File: src/pkg/cbr_map.vh
/*
 Offsets, field positions, reset values and timer counts for the bridge's
 device-specific configuration bytes. Assumes byte-wide configuration accesses.
*/
// Contract
// RULE_01: Power lock refuses socket power-down in D3
// RULE_02: Capability force bit reports 3-V capable; resets 1
// RULE_03: Legacy I/O diagnostic bit is RW, resets 1
// RULE_04: Control bit 4 always reads 0
// RULE_05: Host writes only 0 to test bit 3
// RULE_06: Interrupt mode field selects signaling; resets 11
// RULE_07: Host writes only 0 to control bit 0
// RULE_08: Global bits shared, reached only through function 0
// RULE_09: Host writes only zeros to diagnostic byte; the bench writes random values and 04h to 93h
// RULE_10: Mask bit makes ID reads all ones
// RULE_11: Diagnostic bit 6 always reads 1
// RULE_12: Status-change routing picks legacy condition for PCI
// RULE_13: Delayed-transaction disable bit turns delayed transactions off
// RULE_14: Latency extend bit stretches 16 to 64
// RULE_15: Card discard timer 2^10 or 2^15 clocks
// RULE_16: Host discard timer 2^10 or 2^15 clocks
// RULE_17: Video model bit 0 uses standard model
// RULE_18: Capability identifier reads 01h only
// RULE_19: Next-item pointer reads zeros only
// RULE_20: Writes to read-only bits are ignored
`ifndef CBR_MAP_VH
`define CBR_MAP_VH

`define CBR_OFF_DEVCTL      8'h92
`define CBR_OFF_DIAG        8'h93
`define CBR_OFF_CAPID       8'ha0
`define CBR_OFF_NEXT        8'ha1

`define CBR_DEVCTL_RST      8'h66
`define CBR_DIAG_RST        8'h60
`define CBR_CAPID_VAL       8'h01
`define CBR_NEXT_VAL        8'h00

`define CBR_DC_LOCK         7
`define CBR_DC_LVCAP        6
`define CBR_DC_IODIAG       5
`define CBR_DC_RSVD         4
`define CBR_DC_TEST         3
`define CBR_DC_IMODE_HI     2
`define CBR_DC_IMODE_LO     1
`define CBR_DC_TEST0        0

`define CBR_DG_IDMASK       7
`define CBR_DG_ONE          6
`define CBR_DG_CSC          5
`define CBR_DG_DTOFF        4
`define CBR_DG_LATX         3
`define CBR_DG_CARDTIM      2
`define CBR_DG_HOSTTIM      1
`define CBR_DG_VIDEO        0

`define CBR_LAT_SHORT       7'h10
`define CBR_LAT_LONG        7'h40
`define CBR_DISCARD_SHORT   16'h0400
`define CBR_DISCARD_LONG    32'h00008000
`define CBR_LEGACY_ROUTE    4'h0

`endif

File: src/hdl/cbr_regs.v
/*
 Device-specific configuration bytes of the two-function card bridge,
 with the small control logic they steer.
 Assumes configuration strobes and status inputs come from logic on core_clk;
 only rst_n is asynchronous.
*/
`timescale 1ns/1ps
`include "cbr_map.vh"

module cbr_regs
#(
   parameter DISCARD_LONG_CYC = `CBR_DISCARD_LONG
)
(
   input  wire        core_clk,
   input  wire        rst_n,
   input  wire        cfg_wr,
   input  wire        cfg_rd,
   input  wire        cfg_func,
   input  wire [7:0]  cfg_addr,
   input  wire [7:0]  cfg_wdata,
   output reg  [7:0]  cfg_rdata_r,
   output reg         cfg_rvalid_r,
   input  wire        id_rd,
   input  wire [31:0] id_true,
   output reg  [31:0] id_rdata_r,
   output reg         id_rvalid_r,
   input  wire [1:0]  d3_state,
   input  wire [1:0]  pwr_down_req,
   output reg  [1:0]  sock_pwr_down_r,
   input  wire [1:0]  csc_event,
   input  wire [1:0]  legacy_803_b4,
   input  wire [7:0]  legacy_805_hi,
   output reg  [1:0]  csc_to_pci_r,
   output reg  [1:0]  video_model_std_r,
   output reg         low_voltage_capable_r,
   output reg  [1:0]  interrupt_signal_select_r,
   output reg         delayed_txn_off_r,
   output reg  [6:0]  latency_limit_r,
   input  wire        card_discard_run,
   input  wire        host_discard_run,
   output reg         card_discard_expired_r,
   output reg         host_discard_expired_r
);

   reg        rst_meta_r;
   reg        rst_sync_r;
   wire       rst_sync_n;

   // Global control bits, one copy
   reg        lvcap_r;
   reg        test3_r;
   reg  [1:0] imode_r;
   reg        test0_r;
   reg        idmask_r;
   reg        dtoff_r;
   reg        latx_r;
   reg        cardtim_r;
   reg        hosttim_r;

   // Per-function bits
   reg  [1:0] lock_r;
   reg  [1:0] iodiag_r;
   reg  [1:0] csc_r;
   reg  [1:0] video_r;

   reg  [15:0] card_cnt_r;
   reg  [15:0] host_cnt_r;

   wire       wr_dc;
   wire       wr_dg;
   wire       glob_ok;
   wire [15:0] long_lim;

   assign long_lim   = DISCARD_LONG_CYC[15:0];
   assign rst_sync_n = rst_sync_r;
   assign wr_dc      = cfg_wr && (cfg_addr == `CBR_OFF_DEVCTL);
   assign wr_dg      = cfg_wr && (cfg_addr == `CBR_OFF_DIAG);
   assign glob_ok    = (cfg_func == 1'b0);

   // Discard period limit from select bit
   function [15:0] discard_lim;
      input        sel;
      input [15:0] lng;
      begin
         discard_lim = sel ? `CBR_DISCARD_SHORT : lng;
      end
   endfunction

   // Read data for a byte offset seen by one function
   function [7:0] rd_byte;
      input [7:0] addr;
      input       fn;
      reg   [7:0] dc;
      reg   [7:0] dg;
      reg         g;
      begin
         dc = 8'h00;
         dg = 8'h00;
         g  = ~fn;
         dc[`CBR_DC_LOCK]     = lock_r[fn];
         dc[`CBR_DC_LVCAP]    = g & lvcap_r;
         dc[`CBR_DC_IODIAG]   = iodiag_r[fn];
         dc[`CBR_DC_RSVD]     = 1'b0;                    // [RULE_04]
         dc[`CBR_DC_TEST]     = g & test3_r;
         dc[`CBR_DC_IMODE_HI] = g & imode_r[1];
         dc[`CBR_DC_IMODE_LO] = g & imode_r[0];
         dc[`CBR_DC_TEST0]    = g & test0_r;
         dg[`CBR_DG_IDMASK]   = g & idmask_r;
         dg[`CBR_DG_ONE]      = 1'b1;                    // [RULE_11]
         dg[`CBR_DG_CSC]      = csc_r[fn];
         dg[`CBR_DG_DTOFF]    = g & dtoff_r;
         dg[`CBR_DG_LATX]     = g & latx_r;
         dg[`CBR_DG_CARDTIM]  = g & cardtim_r;
         dg[`CBR_DG_HOSTTIM]  = g & hosttim_r;
         dg[`CBR_DG_VIDEO]    = video_r[fn];
         case (addr)
            `CBR_OFF_DEVCTL : rd_byte = dc;
            `CBR_OFF_DIAG   : rd_byte = dg;
            `CBR_OFF_CAPID  : rd_byte = `CBR_CAPID_VAL;  // [RULE_18]
            `CBR_OFF_NEXT   : rd_byte = `CBR_NEXT_VAL;   // [RULE_19]
            default         : rd_byte = 8'h00;
         endcase
      end
   endfunction

   // Reset release through two flip-flops
   always @(posedge core_clk or negedge rst_n)
   begin
      if (!rst_n)
      begin
         rst_meta_r <= 1'b0;
         rst_sync_r <= 1'b0;
      end
      else
      begin
         rst_meta_r <= 1'b1;
         rst_sync_r <= rst_meta_r;
      end
   end

   // Global bits, written only through function 0
   always @(posedge core_clk or negedge rst_sync_n)
   begin
      if (!rst_sync_n)
      begin
         lvcap_r   <= 1'b1;                              // [RULE_02]
         test3_r   <= 1'b0;
         imode_r   <= 2'h3;                              // [RULE_06]
         test0_r   <= 1'b0;
         idmask_r  <= 1'b0;
         dtoff_r   <= 1'b0;
         latx_r    <= 1'b0;
         cardtim_r <= 1'b0;
         hosttim_r <= 1'b0;
      end
      else
      begin
         if (wr_dc && glob_ok)                           // [RULE_08]
         begin
            lvcap_r <= cfg_wdata[`CBR_DC_LVCAP];
            test3_r <= cfg_wdata[`CBR_DC_TEST];          // [RULE_05]
            imode_r <= cfg_wdata[`CBR_DC_IMODE_HI:`CBR_DC_IMODE_LO];
            test0_r <= cfg_wdata[`CBR_DC_TEST0];         // [RULE_07]
         end
         if (wr_dg && glob_ok)                           // [RULE_08] [RULE_09]
         begin
            idmask_r  <= cfg_wdata[`CBR_DG_IDMASK];
            dtoff_r   <= cfg_wdata[`CBR_DG_DTOFF];
            latx_r    <= cfg_wdata[`CBR_DG_LATX];
            cardtim_r <= cfg_wdata[`CBR_DG_CARDTIM];
            hosttim_r <= cfg_wdata[`CBR_DG_HOSTTIM];
         end
      end
   end

   // Per-function bits and socket-side logic
   genvar f;
   generate
      for (f = 0; f < 2; f = f + 1)
      begin : g_fn
         always @(posedge core_clk or negedge rst_sync_n)
         begin
            if (!rst_sync_n)
            begin
               lock_r[f]            <= 1'b0;
               iodiag_r[f]          <= 1'b1;             // [RULE_03]
               csc_r[f]             <= 1'b1;
               video_r[f]           <= 1'b0;
               sock_pwr_down_r[f]   <= 1'b0;
               csc_to_pci_r[f]      <= 1'b0;
               video_model_std_r[f] <= 1'b1;
            end
            else
            begin
               // Control bit 4 and diagnostic bit 6 are never stored
               if (wr_dc && (cfg_func == f))             // [RULE_20]
               begin
                  lock_r[f]   <= cfg_wdata[`CBR_DC_LOCK];
                  iodiag_r[f] <= cfg_wdata[`CBR_DC_IODIAG];
               end
               if (wr_dg && (cfg_func == f))             // [RULE_20]
               begin
                  csc_r[f]   <= cfg_wdata[`CBR_DG_CSC];
                  video_r[f] <= cfg_wdata[`CBR_DG_VIDEO];
               end
               // Power-down refused while the lock bit is set in D3
               sock_pwr_down_r[f] <= pwr_down_req[f] && !(lock_r[f] && d3_state[f]); // [RULE_01]
               if (csc_r[f])
                  csc_to_pci_r[f] <= csc_event[f] &&
                                     (legacy_805_hi[f*4+3:f*4] == `CBR_LEGACY_ROUTE); // [RULE_12]
               else
                  csc_to_pci_r[f] <= csc_event[f] && legacy_803_b4[f]; // [RULE_12]
               video_model_std_r[f] <= ~video_r[f];      // [RULE_17]
            end
         end
      end
   endgenerate

   // Read path, global outputs and discard timers
   always @(posedge core_clk or negedge rst_sync_n)
   begin
      if (!rst_sync_n)
      begin
         cfg_rdata_r               <= 8'h00;
         cfg_rvalid_r              <= 1'b0;
         id_rdata_r                <= 32'h00000000;
         id_rvalid_r               <= 1'b0;
         low_voltage_capable_r     <= 1'b1;
         interrupt_signal_select_r <= 2'h3;
         delayed_txn_off_r         <= 1'b0;
         latency_limit_r           <= `CBR_LAT_SHORT;
         card_cnt_r                <= 16'h0000;
         host_cnt_r                <= 16'h0000;
         card_discard_expired_r    <= 1'b0;
         host_discard_expired_r    <= 1'b0;
      end
      else
      begin
         cfg_rvalid_r <= cfg_rd;
         if (cfg_rd)
            cfg_rdata_r <= rd_byte(cfg_addr, cfg_func);
         id_rvalid_r <= id_rd;
         if (id_rd)
            id_rdata_r <= idmask_r ? 32'hffffffff : id_true; // [RULE_10]
         low_voltage_capable_r     <= lvcap_r;           // [RULE_02]
         interrupt_signal_select_r <= imode_r;           // [RULE_06]
         delayed_txn_off_r         <= dtoff_r;           // [RULE_13]
         latency_limit_r           <= latx_r ? `CBR_LAT_LONG : `CBR_LAT_SHORT; // [RULE_14]
         // Count while running; pulse on the last clock of the period
         card_discard_expired_r <= 1'b0;
         if (!card_discard_run)
            card_cnt_r <= 16'h0000;
         else if (card_cnt_r == discard_lim(cardtim_r, long_lim) - 16'h0001) // [RULE_15]
         begin
            card_cnt_r             <= 16'h0000;
            card_discard_expired_r <= 1'b1;
         end
         else
            card_cnt_r <= card_cnt_r + 16'h0001;
         host_discard_expired_r <= 1'b0;
         if (!host_discard_run)
            host_cnt_r <= 16'h0000;
         else if (host_cnt_r == discard_lim(hosttim_r, long_lim) - 16'h0001) // [RULE_16]
         begin
            host_cnt_r             <= 16'h0000;
            host_discard_expired_r <= 1'b1;
         end
         else
            host_cnt_r <= host_cnt_r + 16'h0001;
      end
   end

endmodule

File: config.mk
export PLATFORM = sky130hd
export DESIGN_NAME = cbr_regs
export DESIGN_NICKNAME = d
export VERILOG_FILES = /design/src/hdl/cbr_regs.v
export VERILOG_INCLUDE_DIRS = /design/src /design/src/pkg
export SDC_FILE = /design/constraint.sdc
export NUM_CORES = 1
export LEC_CHECK = 0
export BUFFER_PORTS_ARGS = -buffer_cell sky130_fd_sc_hd__buf_4
export CAP_MARGIN = 40
export CORE_MARGIN = 3
export CORE_UTILIZATION = 56
export DETAILED_ROUTE_END_ITERATION = 16
export GPL_ROUTABILITY_DRIVEN = 1
export PLACE_DENSITY = 0.85
export SLEW_MARGIN = 20
export SYNTH_ARGS = -nofsm -noshare
export SYNTH_HDL_FRONTEND = slang
export SYNTH_SLANG_ARGS = --single-unit
File: constraint.sdc
create_clock -name core_clk -period 8.3 [get_ports core_clk]
set_input_delay 1.245 -clock core_clk [delete_from_list [all_inputs] [get_ports core_clk]]
set_output_delay 1.245 -clock core_clk [all_outputs]
set_load 0.05 [all_outputs]
# After elaboration in Yosys (flattened, before gate mapping)
# Index checks and enable logic that the tools add are counted.
# totals
in_bits	72
regBits	113
out_inout_bits	61
wordCells	101
# op_classes
n_mux	23
add_sub_neg	4
bitwise	13
magnitude_cmp	1
reduce_logical	18
eq_ne	5
# ops
cell	n
$mux 16	6
$add 16x1->16 const B	2
$eq 16x16->1	2
$mux 32	1
$sub 16x1->16 const B	2
$eq 8x8->1 const B	3
$pmux 8 s3	1
$logic_and 1x1->1	14
$mux 1	14
$and 1x1->1	10
$logic_not 4->1	2
$mux 7	1
$not 1->1	3
$logic_not 1->1	2
$lt 1x2->1 const B	1

# Depth between registers and ports, before layout
# Gate-level depths: netlist of the first run.
# logic_depth
word_depth	5
ltp_mapped	6

# Least setup slack after synthesis of the first run
# Ideal clock, no wire load.
# synth_path
kind	input -> register
start	input cfg_addr[6]
end	register lock_r[0]
path_stages	4
arrival_time_ns	2.736
required_time_ns	8.175
setup_slack_ns	5.439
path_cell_list	or4b_4 > or2_4 > nor4_4 > mux2_2
# synth_via
elab_chain_cells	3
# synth_rtl
element	line_no	text
start: declaration	cbr_regs.v:20	input wire [7:0] cfg_addr,
$eq 8x8->1	-	
$logic_and 1x1->1	cbr_regs.v:77	assign wr_dc = cfg_wr && (cfg_addr == `CBR_OFF_DEVCTL);
$logic_and 1x1->1	cbr_regs.v:197	if (wr_dc && (cfg_func == f))
end signal: indexed assignment	cbr_regs.v:199	lock_r[f] <= cfg_wdata[`CBR_DC_LOCK];
end: declaration	cbr_regs.v:62	reg [1:0] lock_r;
# Every way passes these cells.
# A chain may end at the register's enable or synchronous reset.

# Worst setup path in the final report of the first run
# layout_path
start	input cfg_addr[6]
end	register video_r[0]
# layout_via
elab_chain_cells	3
# layout_rtl
element	line_no	text
$eq 8x8->1	-	
$logic_and 1x1->1	cbr_regs.v:78	assign wr_dg = cfg_wr && (cfg_addr == `CBR_OFF_DIAG);
$logic_and 1x1->1	cbr_regs.v:202	if (wr_dg && (cfg_func == f))
end signal: indexed assignment	cbr_regs.v:205	video_r[f] <= cfg_wdata[`CBR_DG_VIDEO];
end: declaration	cbr_regs.v:65	reg [1:0] video_r;
# Every way passes these cells.

==> results by group, run 1 <==
Synthesis
  – Mapped Area: 4650 sq um
  – Register area share after synthesis: 58.5%
  – Most used DFF post-synth: dfrtp_1
  – Mapped Cells: 440
  – Ys Warns: 0
  – Synth unique cells: 48
  – Post-synth EDFFs: 0
  – Ys async rst share: 100%
  – Syn avg cell area: 10.6 sq um
  – #FFs+latches synth: 108

Floorplanning
  – Io pins: 133
  – Core Area: 7890 sq um
  – Vert. Die Dim: 97.1 microns
  – Die Span X: 97.1 microns
  – Total die area: 9430 sq um
  – Initial core utilization: 58.9%
  – Row count: 32

Global route
  – Largest net degree at the start of global routing: 66
  – Initial antenna violation count: 0
  – Grt total ovfl: 0
  – First-pass GRT wire length: 17,400 microns
  – Total track usage: 22.5%
  – Vias in the first global route: 3,631

Cells and area
  – Fin cells: 670
  – Commonest non-fill, non-tap cell in the layout: buf_4
  – Most frequent cells in the layout: buf_4, dfrtp_1, nor2_1, a21oi_1, mux2_2
  – Fill count: 555
  – Nets: 637
  – Area delta synth->final: 26.7%
  – # diodes: 0
  – Post-Route Utilization: 74.7%
  – Area occupied by multi-input gates: 1770 sq um
  – Ratio of cells with drive above 1 in the final layout: 32.7%
  – Storage cell area: 2720 sq um

STA
  – Fin worst setup slack: 5.51 ns
  – Final Setup Violations: 0
  – Least-Margin Pin Slew: 0.604 ns
  – Max-Slew Margin vs Limit: 59.7%
  – F_max: 0.359 GHz
  – Final Critical Period: 2.79 ns
  – Slew Limit Fails: 0
  – Hold Vio Cnt, Final: 0
  – RSZ-0062 raised after global routing: no
  – Final TNS setup: 0 ns
  – Clk_skew: 0.00977 ns
  – Period utilization: 33.6%

Worst setup path
  – Critical Path, Cell by Cell: buf_4 > or4b_4 > nor3_1 > and3_1 > mux2_2
  – CP Class: primary input to register
  – Max FO, Critical Path: 7
  – Crit path largest cell delay: 0.57 ns
  – CP delay by family, top: simple AND/OR/NAND/NOR gates
  – Worst Setup Start Kind: primary input
  – R2R setup slack: 6.27 ns
  – Buf/Inv on CP: 1
  – Setup crit end kind: register
  – Worst Path Required: 8.55 ns
  – Crit-path slowest cell: or4b_4
  – Arr. time, crit path: 3.04 ns

Routing
  – Via Count: 3,658
  – WL/cell: 15.3 microns
  – # DRC: 0
  – DR iter-0 viols: 126
  – Via/cell ratio: 5.46
  – Post-route antenna net violation count: 0
  – First-pass DRT Iterations: 4
  – Detailed-route wire length: 10,300 microns

Placed design
  – RePlAce Congestion: 0.819
  – PortBufs: 127
  – Placement Setup Slack: 5.16 ns
  – DP Wirelength: 7650 microns
  – Placed cells: 654

Min path
  – Worst Hold Class: register to asynchronous set/reset pin

Clock tree
  – CTS Buf Count: 9
  – Hold buffers post-CTS: 0
  – H-tree levels: 3
  – Worst skew pair latency: 0.37 ns
  – TritonCTS clock tree: built
  – Post-cts sizing count: 0
  – Root buffer cell: clkbuf_8
  – Reg clk slew, reported paths: 0.09 ns
  – Max Buffers Root-to-Sink: 2
  – Clock sinks: 108
  – Post-CTS Setup Bufs: 0

Pwr
  – VDD IR max: 0.146 mV
  – Cell Pwr Density: 178 nW/um^2
  – Total leakage power: 2.68 nW

Job
  – Max Cap Violations: 0

Status
  – Status: completed
area by class of cell:
| type | instances | share of cell area (%) |
|---|---|---|
| sequential | 108 | 46.2 |
| multi-input combinational | 294 | 30.0 |
| timing repair buffer | 131 | 17.2 |
| clock buffer | 10 | 2.17 |
| tap | 102 | 2.17 |
| inverter | 19 | 1.21 |
| clock inverter | 6 | 1.08 |
cell usage after synthesis, types with 2 or more instances:
cell type / instances / share of area, %
nand4_1: 4 / 0.54
and3_1: 5 / 0.67
nor4_1: 13 / 1.7
mux2i_1: 6 / 1.3
or3_1: 2 / 0.27
nor2b_1: 3 / 0.40
conb_1: 2 / 0.16
dfrtp_1: 95 / 51
a211o_1: 2 / 0.38
xnor2_1: 18 / 3.4
buf_4: 5 / 0.81
nand2_1: 12 / 0.97
buf_2: 2 / 0.22
inv_1: 19 / 1.5
buf_1: 3 / 0.24
a21oi_1: 35 / 3.8
o31ai_1: 3 / 0.48
nor2_1: 93 / 7.5
dfstp_2: 13 / 7.3
o22ai_1: 6 / 0.81
or4_1: 2 / 0.32
clkbuf_1: 13 / 1.0
a31oi_1: 2 / 0.27
nand3_1: 16 / 1.7
xor2_1: 5 / 0.94
a21boi_0: 2 / 0.32
and2_1: 2 / 0.27
nor4b_1: 4 / 0.75
nor3_1: 13 / 1.4
mux2_2: 20 / 4.8
nand3b_1: 2 / 0.32
ha_1: 2 / 0.54
registers in the layout, summed over array words and instances, names as in the netlist, 8 cells and up:
| signal | cells |
|---|---|
| cfg_rdata_r | 8 |
| id_rdata_r | 32 |
| card_cnt_r | 16 |
| host_cnt_r | 16 |
path summary, 6_finish.rpt:
| path | startpoint | to | depth (start not counted) |
|---|---|---|---|
| setup / recovery | cfg_addr[6] | video_r[0]$_DFFE_PN0P_ | 5 |
| hold / removal | rst_sync_n$_DFF_PN0_ | card_cnt_r[0]$_DFF_PN0_ | 0 |
| setup reg to reg | card_cnt_r[0]$_DFF_PN0_ | card_cnt_r[13]$_DFF_PN0_ | 6 |
| hold reg to reg | rst_sync_n$_DFF_PN0_ | card_cnt_r[0]$_DFF_PN0_ | 0 |
| max in group asynchronous | rst_sync_n$_DFF_PN0_ | low_voltage_capable_r$_DFF_PN1_ | 2 |
| min in group core_clk | rst_meta_r$_DFF_PN0_ | rst_sync_n$_DFF_PN0_ | 0 |
logic make-up after synthesis:
group	count (synthesis)	synth area share, %
other	2	0.162
adders and majority gates	2	0.538
muxes	27	6.62
xor gates and xnor gates	23	4.33
and+or+nand+nor	178	18.6
DFF	108	58.5
AOI/OAI and AO/OA	58	7.43
buffers and inverters	42	3.85
power by group:
part           total [mW]  internal (mW)  switching, mW
logic               0.173         0.0614          0.112
clock network       0.311          0.140          0.171
registers           0.566          0.550         0.0160
total                1.05          0.751          0.299
per-layer routing:
metal / vias up / GRT usage, % / part of all wire [%]
met5: - / 0 / 0
met4: 0 / 7.99 / 2.3
met3: 24 / 5.81 / 6.2
met2: 113 / 37.4 / 49
met1: 1769 / 28.8 / 42
li1: 1752 / - / -
stage by stage:
step / hold slack (ns) / cell area (sq um) / power, mW
5_1_grt: 0.196 / 5890 / 1.10
3_5_place_dp: 0.183 / 5700 / 0.751
4_1_cts: 0.192 / 5890 / 1.06
3_3_place_gp: 0.185 / 5650 / 0.744
6_report: 0.179 / 5890 / 1.05
2_1_floorplan: 0.331 / 4660 / 0.681
(Power assumes the default switching activity.)
==> run 2: changes to the inputs <==
--- a/config.mk
+++ b/config.mk
@@ -9,10 +9,10 @@
 export BUFFER_PORTS_ARGS = -buffer_cell sky130_fd_sc_hd__buf_4
 export CAP_MARGIN = 40
 export CORE_MARGIN = 3
-export CORE_UTILIZATION = 56
+export CORE_UTILIZATION = 47
 export DETAILED_ROUTE_END_ITERATION = 16
 export GPL_ROUTABILITY_DRIVEN = 1
-export PLACE_DENSITY = 0.85
+export PLACE_DENSITY = 0.76
 export SLEW_MARGIN = 20
 export SYNTH_ARGS = -nofsm -noshare
 export SYNTH_HDL_FRONTEND = slang
==> constraint.sdc (replaced) <==
create_clock -name core_clk -period 2.29 [get_ports core_clk]
set_input_delay 0.3435 -clock core_clk [delete_from_list [all_inputs] [get_ports core_clk]]
set_output_delay 0.3435 -clock core_clk [all_outputs]
set_load 0.05 [all_outputs]
==> run 2 against run 1 <==
  * Wire length rose by 1.4%
  * Setup slack got worse by 5.2 ns
  * Clock skew up 0.0052 ns
  * Register-to-register slack worse by 6.0 ns
  * Sequential share of layout area fell by 0.40 points
  * Die area grew 18%
  * Core utilization shrank 12 points
  * Critical path type is now register to register
  * Critical endpoint is now host_cnt_r[14]$_DFF_PN0_
  * Largest power group unchanged
  * Highest routed layer unchanged
==> results by group, run 2 (synthesized netlist as in run 1, its figures left out) <==
Status
  – Status: completed

Floorplanning
  – Initial core utilization: 49.4%
  – Total die area: 11,100 sq um
  – Io pins: 133
  – Die Span X: 105 microns
  – Core Area: 9420 sq um
  – Vert. Die Dim: 105 microns
  – Row count: 35

Worst setup path
  – Setup crit end kind: register
  – Crit path from: host_cnt_r[0]$_DFF_PN0_
  – Max FO, Critical Path: 6
  – R2R cell count: 5
  – Worst Setup Start Kind: register
  – CP Class: register to register
  – Arr. time, crit path: 2.25 ns
  – RR Startpoint: host_cnt_r[0]$_DFF_PN0_
  – Worst Path Required: 2.56 ns

Cells and area
  – Fill count: 751
  – Fin area: 5940 sq um
  – Most frequent cells in the layout: buf_4, dfrtp_1, nor2_1, a21oi_1, mux2_2
  – Top flop regs: id_rdata_r: 32 flops, card_cnt_r: 16 flops, host_cnt_r: 16 flops
  – Ratio of cells with drive above 1 in the final layout: 33.0%
  – # diodes: 0
  – Max reg flops: 32
  – Nets: 641
  – Commonest non-fill, non-tap cell in the layout: buf_4
  – Area delta synth->final: 27.8%
  – Largest register by flop count: id_rdata_r

Global route
  – Largest net degree at the start of global routing: 66
  – Initial antenna violation count: 0
  – First-pass GRT wire length: 17,400 microns
  – Vias in the first global route: 3,575
  – Grt total ovfl: 0
  – Total track usage: 19.1%

Pwr
  – VDD IR max: 0.418 mV
  – Cell Pwr Density: 641 nW/um^2
  – Design Power: 3.81 mW
  – Total leakage power: 2.70 nW

STA
  – F_max: 0.504 GHz
  – RSZ-0062 raised after global routing: no
  – Slew Limit Fails: 0
  – Final TNS setup: 0 ns
  – Least-Margin Pin Slew: 0.613 ns
  – Max-Slew Margin vs Limit: 59.1%
  – Final Critical Period: 1.98 ns
  – Fin worst setup slack: 0.306 ns
  – Hold Vio Cnt, Final: 0
  – WHS: 0.180 ns
  – Final Setup Violations: 0
  – Clk_skew: 0.0149 ns
  – Period utilization: 86.7%

Routing
  – First-pass DRT Iterations: 4
  – Via Count: 3,581
  – WL/cell: 14.8 microns
  – Post-route antenna net violation count: 0
  – Detailed-route wire length: 10,400 microns
  – DR iter-0 viols: 224
  – # DRC: 0
  – Via/cell ratio: 5.11

Placed design
  – RePlAce Congestion: 0.812
  – PortBufs: 127
  – DP Wirelength: 7730 microns
  – Placement Setup Slack: 0.105 ns
  – DP Area: 5740 sq um

Min path
  – Worst Hold Class: primary input to register
  – Hold Startpoint: d3_state[0]
  – Worst hold path stage count: 2

Clock tree
  – Max Buffers Root-to-Sink: 2
  – TritonCTS clock tree: built
  – Worst skew pair latency: 0.35 ns
  – Clock sinks: 108
  – Post-cts sizing count: 0
  – H-tree levels: 3
  – CTS Buf Count: 9
  – Root buffer cell: clkbuf_8
  – Post-CTS Setup Bufs: 0
  – Reg clk slew, reported paths: 0.09 ns

Job
  – Max Cap Violations: 0
==> run 2: worst paths after layout <==
kind / end / slack (ns)
min reg2reg: hosttim_r$_DFFE_PN0P_ / 0.29
min: sock_pwr_down_r[0]$_DFF_PN0_ / 0.18
max in group asynchronous: interrupt_signal_select_r[0]$_DFF_PN1_ / 1.30
min in group asynchronous: hosttim_r$_DFFE_PN0P_ / 0.29
max: host_cnt_r[14]$_DFF_PN0_ / 0.31
max reg2reg: host_cnt_r[14]$_DFF_PN0_ / 0.31
==> run 2: final cells by class <==
class / count / area, sq um / share of cell area, %
Clock buffer: 10 / 128 / 2.15
Clock inverter: 6 / 63.8 / 1.07
Inverter: 19 / 71.3 / 1.20
Multi-Input combinational cell: 294 / 1770 / 29.7
Sequential cell: 108 / 2720 / 45.8
Tap cell: 129 / 161 / 2.72
Timing Repair Buffer: 135 / 1030 / 17.3
==> run 2: stage by stage <==
stage	std cells	utilization, %
after global routing	701	63.1
final	701	63.1
after floorplan	444	-
after detailed placement	684	61.0
after global placement	684	61.0
after CTS	701	63.1
==> run 2: power by group <==
group          leakage (nW)  switching (mW)  total [mW]  internal, mW
logic                  1.26           0.403       0.627         0.224
registers              1.35          0.0634        2.06          1.99
clock network        0.0927           0.617        1.12         0.507
total                  2.70            1.08        3.81          2.72
==> run 2: repair_timing <==
| item | in CTS | in global routing |
|---|---|---|
| endpoints found under the setup margin | 0 | 0 |
| hold buffers | 1 | 0 |
| hold endpoints to repair | 2 | 0 |
==> run 2: critical path, stage by stage (launching register included) <==
cell	delay, ns
dfrtp_1	0.40
ha_1	0.20
nand3_1	0.18
or3_1	0.48
or4_1	0.50
a21oi_1	0.16
==> run 2: metal layers <==
metal  global-route usage [%]  part of all wire, %
met1                     25.8                   44
met2                     32.0                   49
met3                     3.80                  5.6
met4                     4.22                 0.97
met5                        0                    0
==> run 3: changes to the inputs <==
--- a/config.mk
+++ b/config.mk
@@ -8,11 +8,13 @@
 export LEC_CHECK = 0
 export BUFFER_PORTS_ARGS = -buffer_cell sky130_fd_sc_hd__buf_4
 export CAP_MARGIN = 40
+export CELL_PAD_IN_SITES_DETAIL_PLACEMENT = 0
+export CELL_PAD_IN_SITES_GLOBAL_PLACEMENT = 1
 export CORE_MARGIN = 3
-export CORE_UTILIZATION = 47
+export CORE_UTILIZATION = 36
 export DETAILED_ROUTE_END_ITERATION = 16
 export GPL_ROUTABILITY_DRIVEN = 1
-export PLACE_DENSITY = 0.76
+export PLACE_DENSITY_LB_ADDON = 0.1
 export SLEW_MARGIN = 20
 export SYNTH_ARGS = -nofsm -noshare
 export SYNTH_HDL_FRONTEND = slang
==> run 3 against run 2 <==
  * Worst hold slack about the same
  * Combinational power decreased by 0.8%
  * Critical path type unchanged
  * Total power increased by 16%
  * Wire length increased by 4.7%
  * Largest cell class unchanged
  * First-iteration DRC count decreased by 20%
  * Non-clock buffer count decreased by 2
==> results by group, run 3 (synthesized netlist as in run 1, its figures left out) <==
Status
  – Status: completed

STA
  – Max-Slew Margin vs Limit: 60.3%
  – RSZ-0062 raised after global routing: no
  – Final Critical Period: 1.95 ns
  – Slew Limit Fails: 0
  – Final TNS setup: 0 ns
  – Final Setup Violations: 0
  – Hold Vio Cnt, Final: 0
  – F_max: 0.512 GHz
  – Least-Margin Pin Slew: 0.596 ns
  – Clk_skew: 0.00591 ns
  – Period utilization: 85.4%

Worst setup path
  – Arr. time, crit path: 2.22 ns
  – R2R cell count: 5
  – FF-to-FF End: host_cnt_r[14]$_DFF_PN0_
  – Max FO, Critical Path: 6
  – Critical Path, Cell by Cell: ha_1 > nand3_1 > or3_1 > or4_1 > a21oi_1
  – Crit path largest cell delay: 0.49 ns
  – RR Startpoint: host_cnt_r[0]$_DFF_PN0_
  – Setup crit end kind: register
  – Crit-path slowest cell: or4_1
  – Worst Setup Start Kind: register
  – R2R setup slack: 0.34 ns
  – CP Class: register to register
  – Worst Path Required: 2.56 ns
  – CP delay by family, top: simple AND/OR/NAND/NOR gates
  – Buf/Inv on CP: 0

Global route
  – Initial antenna violation count: 0
  – Gr busiest metal: met2
  – Met1 GRT Util: 20.3%
  – Total track usage: 15.4%
  – First-pass GRT wire length: 17,800 microns
  – Vias in the first global route: 3,462
  – Largest net degree at the start of global routing: 69
  – Met3 Use GR: 3.53%
  – Grt total ovfl: 0
  – Met2 Usage GRT: 25.0%

Routing
  – First-pass DRT Iterations: 4
  – Via/cell ratio: 4.81
  – Detailed-route wire length: 10,900 microns
  – Post-route antenna net violation count: 0
  – WL/cell: 14.8 microns
  – DR iter-0 viols: 179
  – # DRC: 0
  – Via Count: 3,553

Floorplanning
  – Vert. Die Dim: 120 microns
  – Total die area: 14,300 sq um
  – Core Area: 12,300 sq um
  – Row count: 40
  – Initial core utilization: 37.8%
  – Io pins: 133
  – Die Span X: 120 microns

Min path
  – Hold endpoint: sock_pwr_down_r[0]$_DFF_PN0_
  – Worst Hold Class: primary input to register
  – Hold Startpoint: d3_state[0]
  – Worst hold path stage count: 2

Clock tree
  – H-tree levels: 3
  – Max Buffers Root-to-Sink: 2
  – Root buffer cell: clkbuf_16
  – Worst skew pair latency: 0.34 ns
  – CTS Buf Count: 9
  – Reg clk slew, reported paths: 0.07 ns
  – TritonCTS clock tree: built
  – Clock sinks: 108
  – Post-cts sizing count: 0

Cells and area
  – Area occupied by multi-input gates: 1770 sq um
  – Commonest non-fill, non-tap cell in the layout: buf_4
  – Fin area: 6120 sq um
  – Fin cells: 738
  – Max reg flops: 32
  – Most frequent cells in the layout: buf_4, dfrtp_1, nor2_1, a21oi_1, mux2_2
  – Top flop regs: id_rdata_r: 32 flops, card_cnt_r: 16 flops, host_cnt_r: 16 flops
  – Storage cell area: 2720 sq um
  – Ratio of cells with drive above 1 in the final layout: 33.0%
  – Nets: 639
  – Largest register by flop count: id_rdata_r
  – # diodes: 0
  – Area delta synth->final: 31.7%
  – Fill count: 1,188

Pwr
  – Total leakage power: 2.76 nW
  – Cell Pwr Density: 720 nW/um^2
  – VDD IR max: 0.355 mV

Placed design
  – Placed cells: 721
  – PortBufs: 127
  – DP Area: 5770 sq um
  – DP Wirelength: 7860 microns
  – RePlAce Congestion: 0.752

Job
  – Max Cap Violations: 0
## run 3: cell count changes in the layout (fill, tap and decap cells not counted)
cell / previous run / this run
clkinvlp_4: 2 / 0
clkbuf_16: 0 / 9
bufinv_16: 1 / 2
buf_4: 133 / 131
inv_6: 1 / 0
clkbuf_8: 9 / 3
clkbuf_1: 1 / 0
## run 3: worst max-delay path by stage
| stage | startpoint | endpoint | depth (start not counted) |
|---|---|---|---|
| 3_3_place_gp | cfg_addr[6] | hosttim_r$_DFFE_PN0P_ | 5 |
| 3_5_place_dp | cfg_addr[6] | idmask_r$_DFFE_PN0P_ | 5 |
| 4_1_cts | host_cnt_r[0]$_DFF_PN0_ | host_cnt_r[14]$_DFF_PN0_ | 5 |
| 6_report | host_cnt_r[0]$_DFF_PN0_ | host_cnt_r[14]$_DFF_PN0_ | 5 |
| 2_1_floorplan | cfg_addr[6] | lock_r[0]$_DFFE_PN0P_ | 4 |
| 5_1_grt | host_cnt_r[0]$_DFF_PN0_ | host_cnt_r[14]$_DFF_PN0_ | 5 |
## run 3: report_power, final
group / switching [mW] / internal [mW] / leakage [nW]
clock network: 0.681 / 1.04 / 0.169
logic: 0.401 / 0.221 / 1.25
registers: 0.0634 / 1.99 / 1.35
total: 1.14 / 3.26 / 2.76
## run 3: metal layers
metal	wire length [microns]	vias to the layer above	part of all wire, %
met2	5300	75	49
met3	494	12	4.5
li1	-	1751	-
met5	0	-	0
met4	185	0	1.7
met1	4910	1715	45
## run 3: stage by stage
stage	util, %	power (mW)	hold WS (ns)	setup WS [ns]
after floorplan	-	2.47	0.0479	0.330
after detailed placement	46.9	2.72	0.127	0.115
after global routing	49.7	4.59	0.194	0.220
after CTS	49.7	4.47	0.166	0.335
after global placement	46.9	2.72	0.126	0.150
final	49.7	4.41	0.181	0.335
## run 3: layout make-up
| class | instances | area share [%] |
|---|---|---|
| sequential | 108 | 44.5 |
| multi-input combinational | 294 | 28.8 |
| timing repair buffer | 133 | 16.6 |
| inverter | 19 | 1.17 |
| clock inverter | 4 | 1.14 |
| tap | 168 | 3.43 |
| clock buffer | 12 | 4.35 |
## run 3: timing repair
| item | 4_1_cts | 5_1_grt |
|---|---|---|
| setup buffers | 0 | 0 |
| endpoints found under the hold margin | 2 | 0 |
| hold buffers | 1 | 0 |
